$ cat config.mk
export PLATFORM = sky130hd
export DESIGN_NAME = stm_top
export DESIGN_NICKNAME = d
export VERILOG_FILES = /design/src/stm_top.v
export VERILOG_INCLUDE_DIRS = /design/src
export SDC_FILE = /design/constraint.sdc
export NUM_CORES = 1
export LEC_CHECK = 0
export BUFFER_PORTS_ARGS = -buffer_cell sky130_fd_sc_hd__buf_2
export CELL_PAD_IN_SITES_DETAIL_PLACEMENT = 0
export CELL_PAD_IN_SITES_GLOBAL_PLACEMENT = 2
export CORE_MARGIN = 10
export CORE_UTILIZATION = 37
export CTS_CLUSTER_DIAMETER = 50
export CTS_CLUSTER_SIZE = 20
export DETAILED_ROUTE_END_ITERATION = 8
export GPL_ROUTABILITY_DRIVEN = 0
export PLACE_DENSITY = 0.91
export SLEW_MARGIN = 20
export SYNTH_ARGS = -nofsm -noshare
export SYNTH_HDL_FRONTEND = slang
export SYNTH_SLANG_ARGS = --single-unit
$ cat constraint.sdc
create_clock -name clk -period 4.2 [get_ports clk]
set_input_delay 0.63 -clock clk [delete_from_list [all_inputs] [get_ports clk]]
set_output_delay 0.63 -clock clk [all_outputs]
set_load 0.01 [all_outputs]
$ cat src/stm_defines.vh
`ifndef STM_DEFINES_VH
`define STM_DEFINES_VH

// Clock rate in hertz.
`define STM_CLK_HZ        125000000
// Window in milliseconds within which both drops count as a pair.
`define STM_PAIR_WIN_MS   1000
// Single-channel loss in milliseconds beyond which a fault latches.
`define STM_FAULT_MS      3000
// Width of the loss counter.
`define STM_CNT_W         32
// Width of the speed setpoint and reference.
`define STM_SPD_W         16
// Speed reference change per clock while ramping.
`define STM_RAMP_STEP     16'h0001

`endif

$ cat src/stm_top.v
`timescale 1ns/1ps
`include "stm_defines.vh"

module stm_top #(
  parameter [31:0] CLK_HZ    = `STM_CLK_HZ,
  parameter [31:0] PAIR_CYC  = (`STM_CLK_HZ / 1000) * `STM_PAIR_WIN_MS,
  parameter [31:0] FAULT_CYC = (`STM_CLK_HZ / 1000) * `STM_FAULT_MS,
  parameter [15:0] RAMP_STEP = `STM_RAMP_STEP
) (
  // Clock and power-on reset.
  input  wire                    clk,
  input  wire                    rstn,
  // Enable channels from the safety controller, asynchronous pins.
  input  wire                    enable_channel_a,
  input  wire                    enable_channel_b,
  // Drive commands from the control logic, same clock.
  input  wire                    start_req,
  input  wire                    stop_req,
  input  wire [`STM_SPD_W-1:0]   test_speed_setpoint,
  // Drive state and safety indications.
  output reg                     torque_enable_r,
  output reg  [`STM_SPD_W-1:0]   speed_ref_r,
  output reg                     running_r,
  output reg                     trip_r,
  output reg                     channel_fault_r,
  output reg                     feedback_output_pos_r
);

  // Drive states, one-hot.
  // IDLE waits for a start with both channels present.
  // RUN ramps the speed reference up to the setpoint.
  // DECEL ramps it down under torque after an ordinary stop.
  // COAST has torque removed and holds the trip until a restart.
  // Any other code falls into COAST, so a corrupted state
  // can only ever remove torque, never apply it.
  localparam [3:0] ST_IDLE  = 4'h1;
  localparam [3:0] ST_RUN   = 4'h2;
  localparam [3:0] ST_DECEL = 4'h4;
  localparam [3:0] ST_COAST = 4'h8;
  localparam [31:0] CNT_MAX = 32'hffffffff;

  // Synchroniser stages, state, loss timer and pairing memory.
  // The loss timer saturates rather than wraps, so a very long
  // single-channel loss can never fold back below the fault
  // threshold and miss the latch.
  reg                   ch_a_meta_r;
  reg                   ch_a_r;
  reg                   ch_b_meta_r;
  reg                   ch_b_r;
  reg [3:0]             state_r;
  reg [3:0]             state_nxt;
  reg [`STM_CNT_W-1:0]  loss_cnt_r;
  reg [`STM_CNT_W-1:0]  loss_cnt_nxt;
  reg                   both_off_r;
  reg                   paired_r;
  reg                   paired_nxt;
  reg                   fault_nxt;
  reg                   trip_nxt;
  reg [`STM_SPD_W-1:0]  speed_nxt;

  // Channel summaries, all taken from the second synchroniser
  // stage only. Exactly one of the three is high at any time.
  // Only one_off advances the loss timer; both_off freezes it so
  // the pairing decision sees the gap between the two drops.
  wire both_on  = ch_a_r & ch_b_r;
  wire both_off = ~ch_a_r & ~ch_b_r;
  wire one_off  = ch_a_r ^ ch_b_r;

  // Two-stage synchronisers for the enable pins.
  // They reset to present: resetting them to absent would look
  // like a paired removal for two clocks after power-up and flash
  // the feedback output and the trip with healthy channels.
  // Channels that really are absent at power-up still show up
  // two clocks later as a paired removal, which is intended.
  always @(posedge clk or negedge rstn) begin
    if (!rstn) begin
      ch_a_meta_r <= 1'b1;
      ch_a_r      <= 1'b1;
      ch_b_meta_r <= 1'b1;
      ch_b_r      <= 1'b1;
    end else begin
      ch_a_meta_r <= enable_channel_a;
      ch_a_r      <= ch_a_meta_r;
      ch_b_meta_r <= enable_channel_b;
      ch_b_r      <= ch_b_meta_r;
    end
  end

  // Loss timer, pairing check and fault latch.
  // The timer counts clocks with exactly one channel absent and
  // clears once both are back. When the second channel drops, the
  // count so far decides whether the removal is a pair. The fault
  // sets on a long single loss and is never cleared here: only
  // the power-on reset takes it away.
  always @* begin
    loss_cnt_nxt = {`STM_CNT_W{1'b0}};
    paired_nxt   = 1'b0;
    fault_nxt    = channel_fault_r;
    if (one_off) begin
      if (loss_cnt_r != CNT_MAX) begin
        loss_cnt_nxt = loss_cnt_r + 32'h1;
      end else begin
        loss_cnt_nxt = loss_cnt_r;
      end
      if (loss_cnt_r >= FAULT_CYC) begin
        fault_nxt = 1'b1;
      end
    end else if (both_off) begin
      loss_cnt_nxt = loss_cnt_r;
      if (!both_off_r) begin
        paired_nxt = (loss_cnt_r <= PAIR_CYC);
      end else begin
        paired_nxt = paired_r;
      end
    end
  end

  // Drive sequencing, trip and speed reference.
  // Every state that can apply torque checks the channels and the
  // fault first, so a loss always wins over a stop or a ramp step.
  // A start is only taken with both channels present and no fault;
  // otherwise it is ignored and the trip stays reported.
  // The speed reference drops to zero whenever torque is removed,
  // so a restart ramps up again from rest.
  always @* begin
    state_nxt = state_r;
    trip_nxt  = trip_r;
    speed_nxt = speed_ref_r;
    case (state_r)
      ST_IDLE: begin
        speed_nxt = {`STM_SPD_W{1'b0}};
        if (!both_on) begin
          trip_nxt = 1'b1;
        end else if (start_req && !fault_nxt) begin
          trip_nxt  = 1'b0;
          state_nxt = ST_RUN;
        end
      end
      // Running: a channel loss coasts, a stop decelerates.
      ST_RUN: begin
        if (!both_on || fault_nxt) begin
          trip_nxt  = 1'b1;
          speed_nxt = {`STM_SPD_W{1'b0}};
          state_nxt = ST_COAST;
        end else if (stop_req) begin
          state_nxt = ST_DECEL;
        end else if (speed_ref_r + RAMP_STEP <= test_speed_setpoint) begin
          speed_nxt = speed_ref_r + RAMP_STEP;
        end else begin
          speed_nxt = test_speed_setpoint;
        end
      end
      // Controlled stop: ramp down one step per clock to rest.
      ST_DECEL: begin
        if (!both_on || fault_nxt) begin
          trip_nxt  = 1'b1;
          speed_nxt = {`STM_SPD_W{1'b0}};
          state_nxt = ST_COAST;
        end else if (speed_ref_r > RAMP_STEP) begin
          speed_nxt = speed_ref_r - RAMP_STEP;
        end else begin
          speed_nxt = {`STM_SPD_W{1'b0}};
          state_nxt = ST_IDLE;
        end
      end
      // Torque removed: the trip stands until a start is accepted
      // with both channels back and no latched fault.
      ST_COAST: begin
        speed_nxt = {`STM_SPD_W{1'b0}};
        trip_nxt  = 1'b1;
        if (both_on && !fault_nxt && start_req) begin
          trip_nxt  = 1'b0;
          state_nxt = ST_RUN;
        end else if (both_on && !fault_nxt) begin
          state_nxt = ST_COAST;
        end
      end
      default: begin
        trip_nxt  = 1'b1;
        speed_nxt = {`STM_SPD_W{1'b0}};
        state_nxt = ST_COAST;
      end
    endcase
  end

  // State registers; power-on reset is the only way out of a fault.
  // Every output is a flip-flop. Torque is computed from the next
  // state, feedback from the next pairing, both with the next fault
  // value, so neither can lag a loss by an extra clock.
  // Feedback needs a paired removal and no fault; it drops as soon
  // as either synchronised channel returns.
  always @(posedge clk or negedge rstn) begin
    if (!rstn) begin
      state_r               <= ST_IDLE;
      loss_cnt_r            <= {`STM_CNT_W{1'b0}};
      both_off_r            <= 1'b0;
      paired_r              <= 1'b0;
      channel_fault_r       <= 1'b0;
      trip_r                <= 1'b0;
      speed_ref_r           <= {`STM_SPD_W{1'b0}};
      running_r             <= 1'b0;
      torque_enable_r       <= 1'b0;
      feedback_output_pos_r <= 1'b0;
    end else begin
      state_r               <= state_nxt;
      loss_cnt_r            <= loss_cnt_nxt;
      both_off_r            <= both_off;
      paired_r              <= paired_nxt;
      channel_fault_r       <= fault_nxt;
      trip_r                <= trip_nxt | fault_nxt;
      speed_ref_r           <= speed_nxt;
      running_r             <= (state_nxt == ST_RUN);
      // Torque needs both channels and no latched fault.
      torque_enable_r       <= both_on & ~fault_nxt &
                               ((state_nxt == ST_RUN) |
                                (state_nxt == ST_DECEL));
      // Feedback only for a paired removal, never with a fault.
      feedback_output_pos_r <= both_off & paired_nxt & ~fault_nxt;
    end
  end

endmodule // stm_top

## Yosys cells after proc, flatten, opt, wreduce, memory -nomap -nowiden

Cells that the tools add are included.

| word-level totals | value |
|---|---|
| flip-flop bits (word level) | 63 |
| input port bits | 22 |
| output and inout bits | 21 |
| logic and storage cells | 79 |

| cells by class | value |
|---|---|
| $add $sub $neg | 3 |
| magnitude comparators | 4 |
| equal/unequal tests | 10 |
| multiplexer cells | 28 |
| bitwise operators | 12 |
| reductions and logical operators | 8 |

Operators by type and width:

| operator | count |
|---|---|
| two-way mux 32 bit | 3 |
| two-way mux 16 bit | 5 |
| adder 32 x 1 -> 32 bit (second input constant) | 1 |
| >= comparator 32 x 29 -> 1 bit (second input constant) | 1 |
| <= comparator 32 x 27 -> 1 bit (second input constant) | 1 |
| two-way mux 4 bit | 8 |
| != test 32 bit (second input constant) | 1 |
| one-hot mux 16 bit (2 select lines) | 1 |
| adder 16 x 1 -> 16 bit (second input constant) | 1 |
| greater-than comparator 16 x 1 -> 1 bit (second input constant) | 1 |
| <= comparator 16 bit | 1 |
| one-hot mux 4 bit (4 select lines) | 1 |
| subtractor 16 x 1 -> 16 bit (second input constant) | 1 |
| two-way mux 1 bit | 9 |
| == test 4 x 2 -> 1 bit (second input constant) | 2 |
| == test 4 x 3 -> 1 bit (second input constant) | 2 |
| bitwise AND 1 bit | 6 |
| == test 4 x 1 -> 1 bit (second input constant) | 1 |
| == test 4 bit (second input constant) | 1 |
| != test 2 x 1 -> 1 bit (second input constant) | 2 |
| logical AND 1 bit | 3 |
| != test 3 bit (second input constant) | 1 |
| NOT 1 bit | 3 |
| one-hot mux 1 bit (3 select lines) | 1 |
| 6 further kinds | 8 |

## Longest topological paths before layout

Gate-level depths: netlist of run 1.

| depth | value |
|---|---|
| word-level depth | 11 |
| depth in mapped cells | 13 |
| gate-level depth less buffers | 12 |

## Worst setup path before layout of run 1

OpenSTA, ideal clock, no wires.

| timing path | value |
|---|---|
| path type | reg2reg |
| start point | reg speed_ref_r[2] |
| end point | reg speed_ref_r[3] |
| setup time | 99 ps |
| data arrival time | 3560 ps |
| data required time | 4101 ps |
| path slack | 541 ps |
| cell stages (with the launch flop) | 14 |
| buffers on the path | 2 |
| period minus slack after synthesis | 3659 ps |
| cells stage by stage | dfrtp_1 > buf_1 > nand3_1 > nor4_1 > nand4_1 > xnor2_1 > ha_1 > nand4_1 > nor4_1 > and2_1 > a31o_2 > clkbuf_8 > nand3_1 > a311oi_1 |

| on the way | value |
|---|---|
| cells in the longest elaborated chain, start to end | 6 |
| elaborated cells between the ends (all ways) | 10 |
| classes of those cells | 2 x add/sub; 2 x order compare; 6 x mux |

Ends and longest elaborated chain:

| element | RTL line | RTL |
|---|---|---|
| start: declaration | stm_top.v:22 | `` output reg [`STM_SPD_W-1:0] speed_ref_r, `` |
| start signal: assignment | stm_top.v:200 | `` speed_ref_r <= {`STM_SPD_W{1'b0}}; `` |
| start signal: assignment | stm_top.v:211 | `speed_ref_r <= speed_nxt;` |
| adder 16 x 1 -> 16 bit | stm_top.v:147, stm_top.v:148 |  |
| <= comparator 16 bit | stm_top.v:147 | `end else if (speed_ref_r + RAMP_STEP <= test_speed_setpoint) begin` |
| two-way mux 16 bit | stm_top.v:147 |  |
| two-way mux 16 bit | stm_top.v:145 | `end else if (stop_req) begin` |
| two-way mux 16 bit | stm_top.v:141 | `if (!both_on \|\| fault_nxt) begin` |
| one-hot mux 16 bit (2 select lines) * | stm_top.v:129 | `case (state_r)` |

Every way passes the cells marked *; elsewhere a longest branch is shown, timed or not. The select of a mux whose other input is x is not followed.
A chain may end at the register's enable or synchronous reset.

## Final worst setup path of run 1

| timing path | value |
|---|---|
| start point | reg speed_ref_r[1] |
| end point | reg speed_ref_r[5] |

Same word-level chain as after synthesis.

==> results.sh, run 1 <==
export IMPL_hold_path_depth=0
export IMPL_p_sw_uw=378
export IMPL_cp_max_fo=11
export IMPL_crit_arrival_ps=4020
export IMPL_placed_cell_area_mm2=0.00501
export IMPL_finalWirelength_um=13800
export IMPL_wl_met2_um=6150
export IMPL_sw_frac_of_total_pct=24.9
export IMPL_cts_tree="built"
export IMPL_worstMarginPinSlew_ps=940
export IMPL_yosysWarnings=0
export IMPL_synthCells=564
export IMPL_syn2layout_area_growth_pct=11.9
export IMPL_htreeDepth=3
export IMPL_clock_latency_ps=340
export IMPL_worstSetupPathType="register to register"
export IMPL_grt_max_degree=39
export IMPL_p_int_mw=1.14
export IMPL_synth_async_sr_flop_share_pct=100
export IMPL_cp_start_kind="register"
export IMPL_cts_root_buf="clkbuf_16"
export IMPL_grt_overflow_total=0
export IMPL_seq_area_frac_synth_pct=33.4
export IMPL_fmax_mhz=265
export IMPL_yosys_area_top_type="dfrtp_1"
export IMPL_regMostFlops="loss_cnt_r"
export IMPL_syn_num_nets=609
export IMPL_clock_path_buffers=2
export IMPL_drive_gt1_share_pct=15.1
export IMPL_synth_top_flop_cell="dfrtp_1"
export IMPL_grt_pass1_wl_um=22900
export IMPL_initial_core_util_pct=37.7
export IMPL_rsz0062_at_grt="no"
export IMPL_p_per_area_mw_per_mm2=287
export IMPL_io_pins=43
export IMPL_post_dp_hpwl_um=9920
export IMPL_cts_buffers=9
export IMPL_fin_tns_setup_ps=0
export IMPL_synth_edf_count=0
export IMPL_grtUsageTotal_pct=15.7
export IMPL_min_path_type="register to register"
export IMPL_vdd_ir_drop_worst_mv=0.177
export IMPL_avgSynthCellArea_um2=8.41
export IMPL_diodes=0
export IMPL_route_detailed_drc=0
export IMPL_antenna_left=0
export IMPL_crit_chain="nand3_1 -> nor4_1 -> nand4_1 -> xnor2_1 -> ha_1 -> nand4_1 -> nor4_1 -> buf_4 -> and2_1 -> a31o_2 -> a221oi_1 -> a211oi_1"
export IMPL_maxSlewViolCount=0
export IMPL_worst_ep_required_time_ps=4440
export IMPL_worst_path_buf_inv=1
export IMPL_die_y_um=133
export IMPL_rows=41
export IMPL_slowest_delay_ps=670
export IMPL_synth_top_area_share_pct=30.6
export IMPL_firstDrtPassIters=5
export IMPL_die_area_mm2=0.0177
export IMPL_min_period_ps=3770
export IMPL_reg2reg_depth=12
export IMPL_grt_pass1_vias=4350
export IMPL_clk_pin_slew_worst_paths_ps=50
export IMPL_fin_area_mm2=0.00530
export IMPL_power_frac_comb_pct=8.3
export IMPL_core_area_mm2=0.0126
export IMPL_reg_top3="loss_cnt_r x32, speed_ref_r x16, state_r x4"
export IMPL_largest_register_ffs=32
export IMPL_max_cap_viol_count=0
export IMPL_drt_met1_wl_um=6660
export IMPL_ctsHoldBuffers=0
export IMPL_synth_cell_types=70
export IMPL_vias=4442
export IMPL_fin_skew_ps=6.03
export IMPL_clkPwrFrac_pct=49.5
export IMPL_fin_nets=637
export IMPL_viasPerCell=5.78
export IMPL_setup_viol=0
export IMPL_status="completed"
export IMPL_ys_ff_latch=63
export IMPL_stdcell_count=769
export IMPL_path_depth=12
export IMPL_hold_viol=0
export IMPL_yosys_top_cells_area="dfrtp_1, ha_1, xnor2_1, nor2_1, nand4_1"
export IMPL_post_cts_resized=0
export IMPL_fin_util_pct=42.2
export IMPL_die_w_um=133
export IMPL_slew_headroom_pct=37.3
export IMPL_synth_commonest_cells="dfrtp_1, nor2_1, nand2_1, inv_1, a21oi_1"
export IMPL_endpoint_kind="register"
export IMPL_p_leak_nw=2.31
export IMPL_fillers=1281
export IMPL_drt_iter0_markers=366
export IMPL_cp_slowest_cell="nor4_1"
export IMPL_highest_layer="met4"
export IMPL_wl_met3_um=796
export IMPL_post_synth_top_count_cell="dfrtp_1"
export IMPL_postCtsSetupRepairBufs=0
export IMPL_dp_slack_ps=538
export IMPL_wire_per_inst_um=18.0
export IMPL_path_delay_family="simple AND/OR/NAND/NOR gates"
export IMPL_fin_crit_sh_pct=89.8
export IMPL_clock_sinks=63
export IMPL_antenna_found_initial=0
export IMPL_synth_area_mm2=0.00474
export IMPL_placedCellCount=753
export IMPL_seqPwrFrac_pct=42.2
export IMPL_port_buffers=42
export IMPL_setup_slack_ps=427
kinds of logic after synthesis:
logic type / after synthesis / synth area share [%]
simple gates: 229 / 25.2
compound gates: 129 / 18.4
buf+inv: 73 / 7.94
flops: 63 / 33.4
xor+xnor: 42 / 7.92
fa+ha+maj: 23 / 6.07
mux: 5 / 1.06
stage by stage:
stage          power, mW  hold WS (ps)
5_1_grt             1.59           362
3_3_place_gp       0.777           347
2_1_floorplan      0.722           334
4_1_cts             1.54           356
3_5_place_dp       0.779           349
6_report            1.52           356
area by class of cell:
cell class | count | area [um^2] | share of cell area, %
inverters | 38 | 143 | 2.69
clock inverters | 3 | 42.5 | 0.802
well taps | 172 | 215 | 4.06
repair buffers | 52 | 285 | 5.38
clock buffers | 13 | 250 | 4.72
multi-input cells | 428 | 2780 | 52.5
flip-flops and latches | 63 | 1580 | 29.8
cell usage in the layout, fill, tap and decap left out, types with 22 or more instances in the layout:
cell,count
nor2_1,52
xnor2_1,25
o21ai_0,27
nand2_1,41
nand3_1,22
buf_2,42
nand4_1,26
dfrtp_1,58
ha_1,23
inv_1,38
nor3_1,22
a21oi_1,28
power groups by stage:
stage,Sequential [mW],Clock [mW],Combinational [mW]
final,0.642,0.752,0.126
after global placement,0.652,0,0.125
after floorplan,0.648,0,0.0740
after CTS,0.641,0.766,0.129
after global routing,0.644,0.798,0.146
after detailed placement,0.652,0,0.128
per-layer routing:
metal	GRT usage (%)	up-vias
li1	-	2121
met1	21.3	2175
met2	23.5	126
met3	3.83	20
met4	5.93	0
met5	0	-
worst register-to-register path, stage by stage (launching register included):
cell	delay (ps)
dfrtp_1	470
nand3_1	210
nor4_1	670
nand4_1	190
xnor2_1	180
ha_1	310
nand4_1	200
nor4_1	320
buf_4	190
and2_1	180
a31o_2	330
a221oi_1	160
a211oi_1	250
final timing paths:
kind / to / start / slack (ps)
worst min-delay path: ch_a_r / ch_a_meta_r / 360
worst min register to register: ch_a_r / ch_a_meta_r / 360
min in group asynchronous: speed_ref_r[9] / rstn / 440
worst max-delay path: speed_ref_r[5] / speed_ref_r[1] / 430
worst max register to register: speed_ref_r[5] / speed_ref_r[1] / 430
max in group asynchronous: state_r[0] / rstn / 2820
(Power assumes the default switching activity.)
==> run 2: changes to the inputs <==
GPL_TIMING_DRIVEN = 0   (was not set)
==> run 2 against run 1 <==
Net effect:
- design area is 5.8% higher
- setup slack worse by 82 ps
- first-iteration DRC count is 32% higher
- clock power is 10% higher
- power is 5.7% higher
- critical path depth stayed put
- critical path type unchanged
==> results.sh, run 2 (synthesis results as in run 1) <==
export IMPL_fillers=1255
export IMPL_drt_met1_wl_um=7150
export IMPL_stdcell_count=798
export IMPL_placedCellCount=779
export IMPL_largest_register_ffs=32
export IMPL_endpoint_kind="register"
export IMPL_crit_arrival_ps=4090
export IMPL_clkPwrFrac_pct=51.5
export IMPL_fin_crit_sh_pct=91.8
export IMPL_worstMarginPinSlew_ps=922
export IMPL_syn2layout_area_growth_pct=18.3
export IMPL_cts_root_buf="clkbuf_16"
export IMPL_max_cap_viol_count=0
export IMPL_cp_slowest_cell="a21oi_1"
export IMPL_route_detailed_drc=0
export IMPL_p_sw_uw=386
export IMPL_fin_skew_ps=7.74
export IMPL_worstSetupPathType="register to register"
export IMPL_worst_path_buf_inv=1
export IMPL_finalWirelength_um=14500
export IMPL_drive_gt1_share_pct=16.9
export IMPL_multi_input_area_mm2=0.00284
export IMPL_grt_max_degree=55
export IMPL_rsz0062_at_grt="no"
export IMPL_p_per_area_mw_per_mm2=286
export IMPL_p_int_mw=1.22
export IMPL_core_area_mm2=0.0126
export IMPL_wl_met3_um=778
export IMPL_power_frac_comb_pct=8.4
export IMPL_reg2reg_depth=12
export IMPL_htreeDepth=3
export IMPL_vias=4588
export IMPL_diodes=0
export IMPL_die_y_um=133
export IMPL_status="completed"
export IMPL_min_path_type="input pin to async pin"
export IMPL_regToRegEndpoint="speed_ref_r[14]"
export IMPL_fin_area_mm2=0.00561
export IMPL_setup_viol=0
export IMPL_cp_start_kind="register"
export IMPL_fin_tns_setup_ps=0
export IMPL_antenna_left=0
export IMPL_clk_pin_slew_worst_paths_ps=50
export IMPL_reg_top3="loss_cnt_r x32, speed_ref_r x16, state_r x4"
export IMPL_clock_sinks=63
export IMPL_port_buffers=42
export IMPL_min_period_ps=3860
export IMPL_viasPerCell=5.75
export IMPL_clock_path_buffers=2
export IMPL_cp_max_fo=10
export IMPL_drt_iter0_markers=483
export IMPL_worst_ep_required_time_ps=4430
export IMPL_crit_chain="clkbuf_2 -> nand3_1 -> nor4_4 -> nand4_1 -> xnor2_1 -> ha_1 -> nand4_1 -> nor3_1 -> a22oi_2 -> a21oi_1 -> mux2i_1 -> a311oi_1"
export IMPL_vdd_ir_drop_worst_mv=0.207
export IMPL_grt_pass1_wl_um=23700
export IMPL_cts_tree="built"
export IMPL_grt_pass1_vias=4401
export IMPL_clock_latency_ps=340
export IMPL_wl_met2_um=6360
export IMPL_seqPwrFrac_pct=40.0
export IMPL_mostFrequentLayoutCell="dfrtp_1"
export IMPL_path_depth=12
export IMPL_wire_per_inst_um=18.2
export IMPL_slew_headroom_pct=37.7
export IMPL_cp_common_cell="nand4_1"
export IMPL_sw_frac_of_total_pct=24.0
export IMPL_slowest_delay_ps=480
export IMPL_cp_startpoint="speed_ref_r[2]"
export IMPL_fmax_mhz=259
export IMPL_firstDrtPassIters=5
export IMPL_grt_overflow_total=0
export IMPL_reg2reg_slack_ps=340
export IMPL_rows=41
export IMPL_placed_cell_area_mm2=0.00520
export IMPL_io_pins=43
export IMPL_die_w_um=133
export IMPL_regMostFlops="loss_cnt_r"
export IMPL_die_area_mm2=0.0177
export IMPL_ctsHoldBuffers=0
export IMPL_cts_buffers=9
export IMPL_seq_area_mm2=0.00158
export IMPL_r2r_start="speed_ref_r[2]"
export IMPL_path_delay_family="simple AND/OR/NAND/NOR gates"
export IMPL_post_dp_hpwl_um=10600
export IMPL_grtUsageTotal_pct=16.5
export IMPL_p_leak_nw=2.46
export IMPL_highest_layer="met4"
export IMPL_antenna_found_initial=0
export IMPL_hold_viol=0
export IMPL_fin_nets=666
export IMPL_maxSlewViolCount=0
export IMPL_worstSetupEndpoint="speed_ref_r[14]"
export IMPL_power_total_mw=1.61
export IMPL_initial_core_util_pct=37.7
export IMPL_final_cell_mix="dfrtp_1, nor2_1, buf_2, nand2_1, inv_1"
run 2: worst min-delay path by stage:
stage | end | cells past startpoint
final | speed_ref_r[11] | 1
after global routing | speed_ref_r[11] | 1
after CTS | speed_ref_r[11] | 1
after detailed placement | ch_a_r | 0
after global placement | ch_b_r | 0
after floorplan | both_off_r | 0
run 2: power by group through the flow:
stage                     combinational, mW  clock [mW]  sequential (mW)
after floorplan                      0.0740           0            0.648
after global placement                0.129           0            0.651
after detailed placement              0.135           0            0.652
after CTS                             0.136       0.847            0.642
after global routing                  0.155       0.875            0.645
final                                 0.135       0.828            0.643
run 2: timing repair:
item                                    CTS  global route
cloned                                    0             0
endpoints found under the setup margin   16            16
pin swaps                                 0             2
buffers inserted                          0             3
gates resized for setup                   6             6
run 2: per-layer routing:
| layer | GRT usage [%] | vias to the layer above |
|---|---|---|
| met5 | 0 | - |
| met4 | 5.50 | 0 |
| met3 | 3.46 | 16 |
| met2 | 24.3 | 150 |
| met1 | 23.2 | 2233 |
| li1 | - | 2189 |
run 2: final cells by class:
class | count | share of cell area (%)
Multi-Input combinational cell | 428 | 50.6
Sequential cell | 63 | 28.2
Timing Repair Buffer | 46 | 4.68
Clock buffer | 13 | 4.64
Buffer | 35 | 4.26
Tap cell | 172 | 3.84
Inverter | 38 | 2.54
Clock inverter | 3 | 1.16
run 2: metrics by stage:
step	util, %	hold slack, ps	setup slack [ps]
after floorplan	-	334	541
after global placement	41.1	346	-629
after detailed placement	41.4	348	-621
after CTS	44.3	129	14.6
after global routing	44.6	133	38.5
final	44.6	133	345
run 2: worst reg2reg max path, delay by kind of cell (launching register included):
family / cells / cell delay, ps
AO/OA/AOI/OAI: 3 / 910
AND/OR/NAND/NOR: 5 / 1500
adder cells (fa/ha/maj): 1 / 320
XOR/XNOR: 1 / 180
multiplexers: 1 / 140
buffers and inverters: 1 / 280
flip-flops: 1 / 440
